==> src/pkg/sbp2_regs_defines.svh <==
// Offsets, field positions, reset values and sizes of the SBP-2 register group.
`ifndef SBP2_REGS_DEFINES_SVH
`define SBP2_REGS_DEFINES_SVH

`define ADDR_W            12
`define OFS_AGENT_STATUS  12'h064
`define OFS_PARAM_DATA    12'h06c
`define OFS_BODY_PORT     12'h070
`define OFS_FINAL_PORT    12'h074
`define OFS_DATA_PORT     12'h078
`define OFS_DATA_HI       12'h07a
`define OFS_DATA_LO       12'h07b
`define OFS_RSVD_WORD     12'h07c
`define OFS_PARAM_CTRL    12'h60c
`define OFS_PARAM_CTRL_LB 12'h60f

`define LOGIN_VALID_BIT   7
`define CMD_STATE_LSB     5
`define UNSOL_SEND_BIT    4
`define PARAM_ADDR_LSB    2
`define PARAM_RD_BIT      1
`define PARAM_WR_BIT      0

`define RST_BYTE          8'h00
`define RST_QUAD          32'h0000_0000
`define RST_BLOCK         12'h000
`define RST_COUNT         13'h0000
`define BLOCK_MAX         12'hfff

`define PRAM_DEPTH        48
`define FIFO_DEPTH        8
`define STAT_W            33
`define DATA_W            16

`endif

==> src/pkg/sbp2_regs_pkg.sv <==
// Types shared by the SBP-2 register group.
package sbp2_regs_pkg;

  typedef enum logic [1:0] {
    AGENT_RESET     = 2'b00,
    AGENT_ACTIVE    = 2'b01,
    AGENT_SUSPENDED = 2'b10,
    AGENT_DEAD      = 2'b11
  } agent_state_e;

  typedef enum logic [1:0] {
    XFER_IDLE = 2'b00,
    XFER_LOAD = 2'b01,
    XFER_SEND = 2'b10
  } xfer_state_e;

endpackage

==> src/sbp2_status_param_fifo_regs.sv <==
// Register group for SBP-2 agent status, parameter RAM access and status/data FIFO ports.
//
// Functional notes
// - Power-up clears every register bit except parameter RAM and FIFO storage.
// - Management agent sets login valid flag.
// - Two-bit command agent state, mirrored to CSR.
// - Unsolicited send bit drains status FIFO.
// - Unsolicited send bit clears when FIFO empty.
// - Six-bit quadlet address selects parameter RAM.
// - Read bit loads buffer, then self-clears.
// - Write bit stores buffer, then self-clears.
// - 32-bit read/write parameter data buffer.
// - Body port pushes all but final quadlet.
// - Final port pushes last quadlet, ends message.
// - Base byte first, then three consecutive bytes.
// - Base byte is most significant byte.
// - Upper byte then lower byte pushes word.
// - Read-only 12-bit block size per ORB.
// - Block size from ORB header fields.
// - Full block written moves data to packetizer.
// - After sending, wait for next data write.
// - Word after data port is reserved.
// - Transfer reset idles machine, clears block size.
// - Command-set status sent after final quadlet.
`timescale 1ns/1ps
`default_nettype none
`include "sbp2_regs_defines.svh"
module sbp2_status_param_fifo_regs (
  input  wire logic                        i_clk,
  input  wire logic                        i_nrst,
  input  wire logic [`ADDR_W-1:0]          i_addr,
  input  wire logic [7:0]                  i_wdata,
  input  wire logic                        i_wr,
  input  wire logic                        i_rd,
  output logic      [7:0]                  o_rdata,
  input  wire logic                        i_login_valid_set,
  input  wire logic                        i_cmd_state_upd,
  input  wire sbp2_regs_pkg::agent_state_e i_cmd_state,
  output sbp2_regs_pkg::agent_state_e      o_cmd_agent_state,
  input  wire logic                        i_cmdset_status_send_en,
  input  wire logic                        i_xfer_sm_reset,
  input  wire logic                        i_orb_valid,
  input  wire logic [15:0]                 i_orb_data_size,
  input  wire logic [2:0]                  i_orb_page_size,
  input  wire logic                        i_orb_page_table_present,
  input  wire logic [3:0]                  i_orb_max_payload,
  input  wire logic [2:0]                  i_orb_spd,
  output logic                             o_stat_valid,
  input  wire logic                        i_stat_ready,
  output logic      [31:0]                 o_stat_data,
  output logic                             o_stat_last,
  output logic                             o_tx_valid,
  input  wire logic                        i_tx_ready,
  output logic      [`DATA_W-1:0]          o_tx_data,
  output logic                             o_data_fifo_ready,
  output logic                             o_xfer_busy
);
  import sbp2_regs_pkg::*;

  // Byte k of a quadlet, byte 0 being the most significant one.
  function automatic logic [7:0] quad_byte(input logic [31:0] q, input logic [1:0] k);
    logic [7:0] b;
    b = 8'h00;
    case (k)
      2'b00:   b = q[31:24];
      2'b01:   b = q[23:16];
      2'b10:   b = q[15:8];
      default: b = q[7:0];
    endcase
    return b;
  endfunction

  // Bytes per transfer limited by payload, speed, page size and data size.
  function automatic logic [11:0] calc_block(input logic [15:0] dsz, input logic [2:0] pgsz,
                                             input logic pt, input logic [3:0] mp,
                                             input logic [2:0] spd);
    logic [17:0] lim;
    logic [17:0] spd_lim;
    logic [17:0] pg_lim;
    lim     = 18'h00001 << ({1'b0, mp} + 5'h02);
    spd_lim = 18'h00200 << spd;
    pg_lim  = 18'h00001 << ({2'b00, pgsz} + 5'h08);
    if (spd_lim < lim) begin
      lim = spd_lim;
    end
    if ((pgsz != 3'h0) && (pg_lim < lim)) begin
      lim = pg_lim;
    end
    if (!pt && ({2'b00, dsz} < lim)) begin
      lim = {2'b00, dsz};
    end
    if (lim > {6'h00, `BLOCK_MAX}) begin
      lim = {6'h00, `BLOCK_MAX};
    end
    return lim[11:0];
  endfunction

  logic        login_valid;
  logic        unsol_send;
  logic [31:0] param_buffer;
  logic [5:0]  param_addr;
  logic        param_rd;
  logic        param_wr;
  logic [31:0] pram [`PRAM_DEPTH];
  logic        stk_busy;
  logic        stk_port;
  logic [1:0]  stk_idx;
  logic [23:0] stk_bytes;
  logic [31:0] body_q;
  logic [31:0] final_q;
  logic        final_loaded;
  logic [7:0]  data_hi;
  logic        data_hi_ok;
  logic [11:0] block_byte_count;
  logic [12:0] loaded;
  xfer_state_e xfer_state;
  logic [7:0]  next_rdata;

  logic        wr_status;
  logic        wr_param_buffer;
  logic        wr_pctrl;
  logic        stk_sel;
  logic [1:0]  stk_k;
  logic        stk_match;
  logic        stat_push;
  logic        stat_in_ready;
  logic        stat_out_valid;
  logic        stat_pop_ok;
  logic        stat_drain;
  logic [32:0] stat_out;
  logic        data_push_req;
  logic        data_in_ready;
  logic        data_push;
  logic        data_full;
  logic        data_out_valid;
  logic        tx_enable;

  assign wr_status = i_wr && (i_addr == `OFS_AGENT_STATUS);
  assign wr_param_buffer  = i_wr && (i_addr[`ADDR_W-1:2] == `OFS_PARAM_DATA >> 2);
  assign wr_pctrl  = i_wr && (i_addr == `OFS_PARAM_CTRL_LB);
  assign stk_sel   = (i_addr[`ADDR_W-1:3] == `OFS_BODY_PORT >> 3);
  assign stk_k     = i_addr[1:0];
  assign stk_match = stk_busy && (stk_port == i_addr[2]) && (stk_idx == stk_k);
  assign stat_push = i_wr && stk_sel && (stk_k == 2'b11) && stk_match;

  // Agent status byte: login flag, agent state and unsolicited send request.
  always_ff @(posedge i_clk or negedge i_nrst) begin
    if (!i_nrst) begin
      login_valid       <= 1'b0;
      o_cmd_agent_state <= AGENT_RESET;
    end else begin
      if (wr_status) begin
        login_valid       <= i_wdata[`LOGIN_VALID_BIT];
        o_cmd_agent_state <= agent_state_e'(i_wdata[`CMD_STATE_LSB +: 2]);
      end
      if (i_login_valid_set) begin
        login_valid <= 1'b1;
      end
      if (i_cmd_state_upd) begin
        o_cmd_agent_state <= i_cmd_state;
      end
    end
  end

  // Request is dropped once the status FIFO has run dry; a new request wins.
  always_ff @(posedge i_clk or negedge i_nrst) begin
    if (!i_nrst) begin
      unsol_send <= 1'b0;
    end else if (wr_status && i_wdata[`UNSOL_SEND_BIT]) begin
      unsol_send <= 1'b1;
    end else if (wr_status) begin
      unsol_send <= 1'b0;
    end else if (!stat_out_valid && !stat_push) begin
      unsol_send <= 1'b0;
    end
  end

  // Final quadlet seen; used to confirm command-set status.
  always_ff @(posedge i_clk or negedge i_nrst) begin
    if (!i_nrst) begin
      final_loaded <= 1'b0;
    end else if (stat_push && stk_port) begin
      final_loaded <= 1'b1;
    end else if (!stat_out_valid) begin
      final_loaded <= 1'b0;
    end
  end

  assign stat_drain   = unsol_send || (i_cmdset_status_send_en && final_loaded);
  assign stat_pop_ok  = i_stat_ready && stat_drain;
  assign o_stat_valid = stat_out_valid && stat_drain;
  assign o_stat_data  = stat_out[31:0];
  assign o_stat_last  = stat_out[32];

  // Parameter control and data buffer.
  always_ff @(posedge i_clk or negedge i_nrst) begin
    if (!i_nrst) begin
      param_addr   <= 6'h00;
      param_rd     <= 1'b0;
      param_wr     <= 1'b0;
      param_buffer <= `RST_QUAD;
    end else begin
      if (wr_pctrl) begin
        param_addr <= i_wdata[`PARAM_ADDR_LSB +: 6];
        param_rd   <= i_wdata[`PARAM_RD_BIT];
        param_wr   <= i_wdata[`PARAM_WR_BIT];
      end else begin
        param_rd <= 1'b0;
        param_wr <= 1'b0;
      end
      if (wr_param_buffer) begin
        case (i_addr[1:0])
          2'b00:   param_buffer[31:24] <= i_wdata;
          2'b01:   param_buffer[23:16] <= i_wdata;
          2'b10:   param_buffer[15:8]  <= i_wdata;
          default: param_buffer[7:0]   <= i_wdata;
        endcase
      end else if (param_rd) begin
        param_buffer <= (param_addr < 6'(`PRAM_DEPTH)) ? pram[param_addr] : `RST_QUAD;
      end
    end
  end

  always_ff @(posedge i_clk) begin
    if (param_wr && (param_addr < 6'(`PRAM_DEPTH))) begin
      pram[param_addr] <= param_buffer;
    end
  end

  // Stacking buffer shared by the two status ports.
  always_ff @(posedge i_clk or negedge i_nrst) begin
    if (!i_nrst) begin
      stk_busy  <= 1'b0;
      stk_port  <= 1'b0;
      stk_idx   <= 2'b00;
      stk_bytes <= 24'h000000;
    end else if ((i_wr || i_rd) && stk_sel && (stk_k == 2'b00)) begin
      stk_busy  <= i_wr;
      stk_port  <= i_addr[2];
      stk_idx   <= 2'b01;
      stk_bytes <= {i_wdata, 16'h0000};
    end else if (i_wr && stk_sel) begin
      if (stk_match && (stk_k != 2'b11)) begin
        stk_idx <= stk_idx + 2'b01;
        if (stk_k == 2'b01) begin
          stk_bytes[15:8] <= i_wdata;
        end else begin
          stk_bytes[7:0] <= i_wdata;
        end
      end else begin
        stk_busy <= 1'b0;
      end
    end
  end

  // Last quadlet accepted by each port, for read-back.
  always_ff @(posedge i_clk or negedge i_nrst) begin
    if (!i_nrst) begin
      body_q  <= `RST_QUAD;
      final_q <= `RST_QUAD;
    end else if (stat_push && stat_in_ready) begin
      if (stk_port) begin
        final_q <= {stk_bytes, i_wdata};
      end else begin
        body_q <= {stk_bytes, i_wdata};
      end
    end
  end

  sync_fifo #(
    .WIDTH (`STAT_W),
    .DEPTH (`FIFO_DEPTH)
  ) u_status_fifo (
    .i_clk       (i_clk),
    .i_nrst      (i_nrst),
    .i_flush     (1'b0),
    .i_in_valid  (stat_push),
    .o_in_ready  (stat_in_ready),
    .i_in_data   ({stk_port, stk_bytes, i_wdata}),
    .o_out_valid (stat_out_valid),
    .i_out_ready (stat_pop_ok),
    .o_out_data  (stat_out),
    .o_full      ()
  );

  // Data FIFO load port: upper byte held until the lower byte arrives.
  always_ff @(posedge i_clk or negedge i_nrst) begin
    if (!i_nrst) begin
      data_hi    <= `RST_BYTE;
      data_hi_ok <= 1'b0;
    end else if (i_wr && (i_addr == `OFS_DATA_HI)) begin
      data_hi    <= i_wdata;
      data_hi_ok <= 1'b1;
    end else if (i_wr && (i_addr == `OFS_DATA_LO)) begin
      data_hi_ok <= 1'b0;
    end
  end

  assign data_push_req     = i_wr && (i_addr == `OFS_DATA_LO) && data_hi_ok;
  assign o_data_fifo_ready = data_in_ready && (xfer_state != XFER_SEND);
  assign data_push         = data_push_req && o_data_fifo_ready;
  assign tx_enable         = (xfer_state == XFER_SEND) || ((xfer_state == XFER_LOAD) && data_full);
  assign o_tx_valid        = data_out_valid && tx_enable;
  assign o_xfer_busy       = (xfer_state != XFER_IDLE);

  sync_fifo #(
    .WIDTH (`DATA_W),
    .DEPTH (`FIFO_DEPTH)
  ) u_data_fifo (
    .i_clk       (i_clk),
    .i_nrst      (i_nrst),
    .i_flush     (i_xfer_sm_reset),
    .i_in_valid  (data_push_req && (xfer_state != XFER_SEND)),
    .o_in_ready  (data_in_ready),
    .i_in_data   ({data_hi, i_wdata}),
    .o_out_valid (data_out_valid),
    .i_out_ready (i_tx_ready && tx_enable),
    .o_out_data  (o_tx_data),
    .o_full      (data_full)
  );

  // Block size from the latest command block ORB.
  always_ff @(posedge i_clk or negedge i_nrst) begin
    if (!i_nrst) begin
      block_byte_count <= `RST_BLOCK;
    end else if (i_xfer_sm_reset) begin
      block_byte_count <= `RST_BLOCK;
    end else if (i_orb_valid) begin
      block_byte_count <= calc_block(i_orb_data_size, i_orb_page_size,
                                     i_orb_page_table_present, i_orb_max_payload, i_orb_spd);
    end
  end

  // Data transfer control.
  always_ff @(posedge i_clk or negedge i_nrst) begin
    if (!i_nrst) begin
      xfer_state <= XFER_IDLE;
      loaded     <= `RST_COUNT;
    end else if (i_xfer_sm_reset) begin
      xfer_state <= XFER_IDLE;
      loaded     <= `RST_COUNT;
    end else begin
      case (xfer_state)
        XFER_IDLE: begin
          if (data_push) begin
            xfer_state <= XFER_LOAD;
            loaded     <= 13'h0002;
          end
        end
        XFER_LOAD: begin
          if ((block_byte_count != `RST_BLOCK) && (loaded >= {1'b0, block_byte_count})) begin
            xfer_state <= XFER_SEND;
          end else if (data_push) begin
            loaded <= loaded + 13'h0002;
          end
        end
        XFER_SEND: begin
          if (!data_out_valid) begin
            xfer_state <= XFER_IDLE;
            loaded     <= `RST_COUNT;
          end
        end
        default: begin
          xfer_state <= XFER_IDLE;
          loaded     <= `RST_COUNT;
        end
      endcase
    end
  end

  // Read data mux.
  always_comb begin
    next_rdata = 8'h00;
    if (i_addr == `OFS_AGENT_STATUS) begin
      next_rdata = {login_valid, o_cmd_agent_state, unsol_send, 4'h0};
    end else if (i_addr[`ADDR_W-1:2] == `OFS_PARAM_DATA >> 2) begin
      next_rdata = quad_byte(param_buffer, i_addr[1:0]);
    end else if (i_addr[`ADDR_W-1:2] == `OFS_BODY_PORT >> 2) begin
      next_rdata = quad_byte(body_q, i_addr[1:0]);
    end else if (i_addr[`ADDR_W-1:2] == `OFS_FINAL_PORT >> 2) begin
      next_rdata = quad_byte(final_q, i_addr[1:0]);
    end else if (i_addr == `OFS_DATA_PORT) begin
      next_rdata = {4'h0, block_byte_count[11:8]};
    end else if (i_addr == `OFS_DATA_PORT + 12'h001) begin
      next_rdata = block_byte_count[7:0];
    end else if (i_addr == `OFS_PARAM_CTRL_LB) begin
      next_rdata = {param_addr, param_rd, param_wr};
    end
  end
  // Data field and the reserved word fall through to zero.

  always_ff @(posedge i_clk or negedge i_nrst) begin
    if (!i_nrst) begin
      o_rdata <= `RST_BYTE;
    end else if (i_rd) begin
      o_rdata <= next_rdata;
    end
  end
endmodule
`default_nettype wire

==> src/sync_fifo.sv <==
// Synchronous FIFO with valid/ready on both sides and a flush.
`timescale 1ns/1ps
`default_nettype none
module sync_fifo #(
  parameter int WIDTH = 16,
  parameter int DEPTH = 8
) (
  input  wire logic             i_clk,
  input  wire logic             i_nrst,
  input  wire logic             i_flush,
  input  wire logic             i_in_valid,
  output logic                  o_in_ready,
  input  wire logic [WIDTH-1:0] i_in_data,
  output logic                  o_out_valid,
  input  wire logic             i_out_ready,
  output logic      [WIDTH-1:0] o_out_data,
  output logic                  o_full
);
  localparam int AW = $clog2(DEPTH);
  localparam int CW = $clog2(DEPTH + 1);

  logic [WIDTH-1:0] mem [DEPTH];
  logic [AW-1:0]    wr_ptr;
  logic [AW-1:0]    rd_ptr;
  logic [CW-1:0]    count;
  logic             push;
  logic             pop;

  assign o_full      = (count == CW'(DEPTH));
  assign o_in_ready  = !o_full;
  assign o_out_valid = (count != '0);
  assign o_out_data  = mem[rd_ptr];
  assign push        = i_in_valid && o_in_ready;
  assign pop         = o_out_valid && i_out_ready;

  always_ff @(posedge i_clk) begin
    if (push) begin
      mem[wr_ptr] <= i_in_data;
    end
  end

  always_ff @(posedge i_clk or negedge i_nrst) begin
    if (!i_nrst) begin
      wr_ptr <= '0;
      rd_ptr <= '0;
      count  <= '0;
    end else if (i_flush) begin
      wr_ptr <= '0;
      rd_ptr <= '0;
      count  <= '0;
    end else begin
      if (push) begin
        wr_ptr <= (wr_ptr == AW'(DEPTH - 1)) ? '0 : wr_ptr + 1'b1;
      end
      if (pop) begin
        rd_ptr <= (rd_ptr == AW'(DEPTH - 1)) ? '0 : rd_ptr + 1'b1;
      end
      if (push && !pop) begin
        count <= count + 1'b1;
      end else if (pop && !push) begin
        count <= count - 1'b1;
      end
    end
  end
endmodule
`default_nettype wire
==> config.mk <==
export PLATFORM = sky130hd
export DESIGN_NAME = sbp2_status_param_fifo_regs
export DESIGN_NICKNAME = d
export VERILOG_FILES = /design/src/pkg/sbp2_regs_pkg.sv /design/src/sbp2_status_param_fifo_regs.sv /design/src/sync_fifo.sv
export VERILOG_INCLUDE_DIRS = /design/src /design/src/pkg
export SDC_FILE = /design/constraint.sdc
export NUM_CORES = 2
export LEC_CHECK = 0
export ABC_CLOCK_PERIOD_IN_PS = 7400
export BUFFER_PORTS_ARGS = -buffer_cell sky130_fd_sc_hd__buf_4
export CAP_MARGIN = 25
export CELL_PAD_IN_SITES_DETAIL_PLACEMENT = 0
export CELL_PAD_IN_SITES_GLOBAL_PLACEMENT = 2
export CORE_ASPECT_RATIO = 0.5
export CORE_MARGIN = 2
export CORE_UTILIZATION = 48
export CTS_CLUSTER_DIAMETER = 50
export DETAILED_ROUTE_END_ITERATION = 6
export PLACE_DENSITY_LB_ADDON = 0.1
export SYNTH_ARGS = -nofsm -noshare
export SYNTH_HDL_FRONTEND = slang
export SYNTH_HIERARCHICAL = 1
export SYNTH_SLANG_ARGS = --single-unit
==> constraint.sdc <==
create_clock -name i_clk -period 7.4 [get_ports i_clk]
set_input_delay 0.37 -clock i_clk [delete_from_list [all_inputs] [get_ports i_clk]]
set_output_delay 0.37 -clock i_clk [all_outputs]
set_load 0.05 [all_outputs]
### After elaboration in Yosys (flattened, before gate mapping)

Memories as Yosys holds them, arrays and structs flattened.
Index checks and enable logic that the tools add are counted.
W data, S select, Z words.

* $add $sub $neg: 12
* magnitude comparators: 6
* eq/ne operators: 37
* shift operators: 3
* mux-type cells: 82
* bitwise operators: 1
* reductions and logical operators: 83

Operators with widths (number)
* $mux W18: 9
* $mux W32: 3
* $mux W8: 12
* $pmux W8 S3: 3
* $mux W13: 5
* $eq A12 B7 Y1 const B: 5
* $mux W16: 3
* $pmux W13 S3: 1
* $logic_and A1 B1 Y1: 38
* $lt A18 B18 Y1: 2
* $mux W12: 3
* $shl A1 B5 Y18 const A: 2
* $eq A10 B5 Y1 const B: 3
* $mux W3: 8
* $reduce_bool A2 Y1: 12
* $mux W1: 20
* $mux W4: 5
* $gt A18 B12 Y1 const B: 1
* $lt A16 B18 Y1: 1
* $mux W2: 9
* $shl A10 B3 Y18 const A: 1
* $reduce_and A2 Y1: 8
* $add A13 B2 Y13 const B: 1
* $ge A13 B12 Y1: 1
* other kinds (30): 68

* register bits: 201
* memory bits (writable): 1928
* input port bits: 60
* output and inout bits: 63
* word-level logic and storage cells: 258
* memories: 3

Memory list
* pram: words 48, width 32, read ports 1, clocked after Yosys merged registers in 0, write ports 1, line sbp2_status_param_fifo_regs.sv:104 `` logic [31:0] pram [`PRAM_DEPTH]; ``
* u_status_fifo.mem: words 8, width 33, read ports 1, clocked after Yosys merged registers in 0, write ports 1, line sync_fifo.sv:22 `logic [WIDTH-1:0] mem [DEPTH];`
* u_data_fifo.mem: words 8, width 16, read ports 1, clocked after Yosys merged registers in 0, write ports 1, line sync_fifo.sv:22

### Longest topological paths before layout

* depth in word-level cells: 20
* gate-level depth with buffers: 35
* gate-level depth less buffers: 31

### Modules after synthesis

The synthesis kept the hierarchy.

Modules (own cells, without submodules)
* sbp2_status_param_fifo_regs: instances 1, cells an instance 4183, area each 67091.8 um2, sequential area each 50628.6 um2
* sync_fifo at u_status_fifo: instances 1, cells an instance 464, area each 10795.4 um2, sequential area each 8177.8 um2
* sync_fifo at u_data_fifo: instances 1, cells an instance 267, area each 5570.3 um2, sequential area each 4093.9 um2

### Least setup slack after synthesis

OpenSTA, ideal clock, no wires.

* kind: input -> register
* from: in i_orb_max_payload[1]
* to: reg block_byte_count[10]
* setup time: 0.094 ns
* arrival time: 6.523 ns
* data required time: 7.306 ns
* setup slack: 0.783 ns
* stages on the path: 31
* buffers on the path: 3
* cell sequence: ha_1 > buf_2 > nand2b_1 > nor2_1 > nand2_1 > ha_1 > nand3_1 > a211o_1 > o211ai_1 > a22o_1 > buf_2 > mux2_2 > ha_1 > nand3_1 > nor2_1 > a2111oi_0 > nand2_1 > nor3_1 > or3b_1 > buf_2 > mux2_1 > ha_1 > nand4_1 > nor2_1 > a221oi_1 > o21ai_0 > a221oi_1 > o21bai_1 > a21oi_2 > mux2_2 > a221oi_2

* longest elaborated chain between the ends: 20

Ends and longest elaborated chain
* from (decl): line sbp2_status_param_fifo_regs.sv:46 `input wire logic [3:0] i_orb_max_payload,`
* $add A4 B2 Y5 (*): line sbp2_status_param_fifo_regs.sv:80 `lim = 18'h00001 << ({1'b0, mp} + 5'h02);`
* $shl A1 B5 Y18 (*): line sbp2_status_param_fifo_regs.sv:80
* $lt A18 B18 Y1: line sbp2_status_param_fifo_regs.sv:83 `if (spd_lim < lim) begin`
* $mux W18 (*): line sbp2_status_param_fifo_regs.sv:83
* $mux W18 (*): line sbp2_status_param_fifo_regs.sv:328 `end else if (i_orb_valid) begin`
* $mux W18 (*): line sbp2_status_param_fifo_regs.sv:326 `end else if (i_xfer_sm_reset) begin`
* $lt A18 B18 Y1: line sbp2_status_param_fifo_regs.sv:86 `if ((pgsz != 3'h0) && (pg_lim < lim)) begin`
* $logic_and A1 B1 Y1: line sbp2_status_param_fifo_regs.sv:86
* [... 4 more ...]
* $logic_and A1 B1 Y1: line sbp2_status_param_fifo_regs.sv:89 `if (!pt && ({2'b00, dsz} < lim)) begin`
* $mux W18 (*): line sbp2_status_param_fifo_regs.sv:89
* $mux W18 (*): line sbp2_status_param_fifo_regs.sv:328
* $mux W18 (*): line sbp2_status_param_fifo_regs.sv:326
* $gt A18 B12 Y1: line sbp2_status_param_fifo_regs.sv:92 `` if (lim > {6'h00, `BLOCK_MAX}) begin ``
* $mux W12 (*): line sbp2_status_param_fifo_regs.sv:92
* $mux W12 (*): line sbp2_status_param_fifo_regs.sv:328
* $mux W12 (*): line sbp2_status_param_fifo_regs.sv:326
* to (signal assigned): line sbp2_status_param_fifo_regs.sv:325 `` block_byte_count <= `RST_BLOCK; ``
* to (signal assigned): line sbp2_status_param_fifo_regs.sv:327 `` block_byte_count <= `RST_BLOCK; ``
* to (signal assigned): line sbp2_status_param_fifo_regs.sv:329 `block_byte_count <= calc_block(i_orb_data_size, i_orb_page_size,`
* to (decl): line sbp2_status_param_fifo_regs.sv:114 `logic [11:0] block_byte_count;`

Every way passes the cells marked *; elsewhere a longest branch is shown, timed or not. The select of a mux whose other input is x is not followed.
A chain may end at the register's enable or synchronous reset.

### Final worst setup path

Same ends and word-level chain as after synthesis.

==> summary.log <==
[placement] GPL Wtd Cong 0.833
[drt] DRT iter0 DRCs 6067
[worst_setup_path] Max stage delay cell, worst path a2111oi_2
[timing] final worst path period share 0.915
[timing] RSZ-0062 raised after global routing no
[job] # Max-Cap Violations 0
[die] area of the core 173000 um^2
[die] Die Outline Area 177000 um^2
[pwr] highest ir drop seen on vdd 174 uV
[placement] HPWL after detailed placement 140000 um
[clock_network] Clock Pin Slew Worst Setup and Hold Paths 60 ps
[min_path] class of the most critical hold timing path in2reg
[synthesis] cell count after synthesis 4913
[timing] Worst Skew 77.0 ps
[grt] via count of the first global-routing pass 47700
[drt] detailed-router iteration count before antenna repair 7
[die] chip height 299 um
[drt] via density per instance 6.37
[timing] slew of the pin with the lowest slew margin 1480 ps
[synthesis] yosys warns 6
[die] Die Span X 594 um
[die] initial standard-cell utilization of the core 0.482
[drt] total wirelength of the detailed-routed design 251000 um
[pwr] static leakage power 29.3 nW
[worst_setup_path] worst endpoint data arrival time 7470 ps
[synthesis] cell area after synthesis 83500 um^2
[clock_network] post-CTS setup buffer count 0
[timing] total count of max-transition violations in the final report 0
[timing] Hold Vio Cnt, Final 0
[synthesis] syn avg cell area 17.0 um^2
[final_layout] fraction of final layout cells with drive strength greater than 1 0.198
[drt] DR WL/cell 32.9 um
[timing] Setup Total Neg Slack 0 ps
[clock_network] CTS buffer count 193
[timing] final critical path time including I/O delays and setup 6770 ps
[clock_network] clock latency of the later-clocked register in the worst-skew pair 860 ps
[grt] wire length of the first global-routing pass 355000 um
[status] failing checks design-rule violations
[worst_setup_path] Max stage delay on crit path 410 ps
[status] result of the run finished with violations
[die] FP Rows 108
[placement] pre-CTS setup slack -467 ps
[clock_network] cell chosen for the clock root clkbuf_16
[grt] GRT Resource Usage Total 0.280
[clock_network] CTS tree yes
[worst_setup_path] type of element capturing the critical path flop
[grt] antenna violations before repair 9
[grt] total grt overflow 0
[timing] final critical-path setup slack 628 ps
[synthesis] Post-Syn Nets 5031
[die] num ports 123
[worst_setup_path] startpoint type of the worst setup path primary input
[timing] final hold slack 71.6 ps
[final_layout] Area Overhead vs Synth 13.3%
[drt] number of nets with antenna violations after detailed routing 0
[final_layout] number of fillers in the final layout 13700
[timing] Setup violations, final 0
[final_layout] non-filler instance count after layout 7627
[timing] timing-limited maximum frequency 148 MHz
[drt] DRC errors left 1
[placement] cell count after placement 7251
[placement] count of buffers inserted at the top-level ports 122
[worst_setup_path] Worst Setup Path Type in2reg
[worst_setup_path] top fanout value on the critical path 5
[clock_network] H-Tree Level Count 4
[clock_network] Clock Tree Buf Depth 4
[timing] worst slew margin relative to its limit 0.0154
[clock_network] CTS sink count 2128
[drt] via total after detailed routing 48600
[final_layout] net count reported at finish 5290
[pwr] total power divided by cell area 244 nW/um^2
[grt] largest net degree at the start of global routing 91
[worst_setup_path] WP data required 8100 ps
-- critical path, delay by kind of cell --
kind	cells	cell delay, ps
mux	2	730
fa+ha+maj	4	1060
buf+inv	5	650
simple gates	11	1740
compound gates	12	2940
-- layer usage --
metal,vias up,wire (um),GRT usage
met5,-,25,0
met1,25500,108000,0.414
met2,2334,113000,0.429
li1,20400,-,-
met3,358,23400,0.0576
met4,4,6240,0.0679
-- cells in the final DEF (no fill, tap or decap), types with 32 or more instances in the layout --
master / count
ha_1: 56
nand3_1: 113
dfrtp_1: 181
mux2i_1: 103
nand2_1: 279
a22oi_1: 353
inv_1: 47
a31oi_1: 70
o21ai_0: 129
clkinv_2: 32
clkbuf_16: 195
nor2_4: 52
nor2_1: 137
clkbuf_1: 50
a221oi_1: 110
nand4_1: 90
clkinv_1: 32
mux2_2: 179
a21oi_1: 177
buf_4: 316
dlygate4sd3_1: 32
mux4_2: 130
a22o_1: 117
edfxtp_1: 1928
-- timing repair --
item / in CTS / in global routing
gates resized for setup: 0 / 3
setup endpoints to repair: 0 / 12
hold buffers: 32 / 0
hold endpoints to repair: 203 / 0
-- power by group --
group          switching [mW]  internal, mW
Combinational           0.295         0.167
Clock                    4.38          5.24
Sequential             0.0226          13.0
Total                    4.70          18.4
-- layout make-up --
| cell class | count | area (um^2) | area share |
|---|---|---|---|
| sequential | 2128 | 62900 | 0.666 |
| multi-input combinational | 2433 | 19600 | 0.208 |
| clock buffer | 250 | 5140 | 0.0543 |
| timing repair buffer | 367 | 3080 | 0.0326 |
| tap | 2310 | 2890 | 0.0306 |
| clock inverter | 89 | 711 | 0.00752 |
| inverter | 49 | 184 | 0.00194 |
| antenna | 1 | 2.50 | 0.0000265 |
-- final timing paths --
kind                                       from  slack [ps]  depth (start not counted)                      end
max in group asynchronous                i_nrst        5930                          3            param_addr[3]
setup reg to reg                  param_addr[2]        2970                          9         param_buffer[13]
min in group asynchronous                i_nrst         150                          2     o_cmd_agent_state[0]
setup / recovery           i_orb_max_payload[1]         630                         34     block_byte_count[10]
hold / removal                       i_wdata[5]          70                          1  u_status_fifo/mem[7][5]
hold reg to reg                       body_q[4]         480                          2                body_q[4]
-- sequential cells by signal, indices dropped and copies added, names as in the netlist, 6 cells and up --
| signal | cells |
|---|---|
| stk_bytes | 24 |
| body_q | 32 |
| data_hi | 8 |
| o_rdata | 8 |
| u_status_fifo/mem | 264 |
| u_data_fifo/mem | 128 |
| block_byte_count | 12 |
| loaded | 12 |
| final_q | 32 |
| pram | 1536 |
| param_buffer | 32 |
| param_addr | 6 |
-- stage by stage --
step                      power [mW]  utilization  cell area (um^2)
final                           23.1        0.546             94600
after global routing            23.7        0.546             94600
after floorplan                 13.5            -             83500
after detailed placement        13.7        0.510             88300
after global placement          13.7        0.510             88200
after CTS                       23.2        0.546             94500
(Power assumes the default switching activity.)
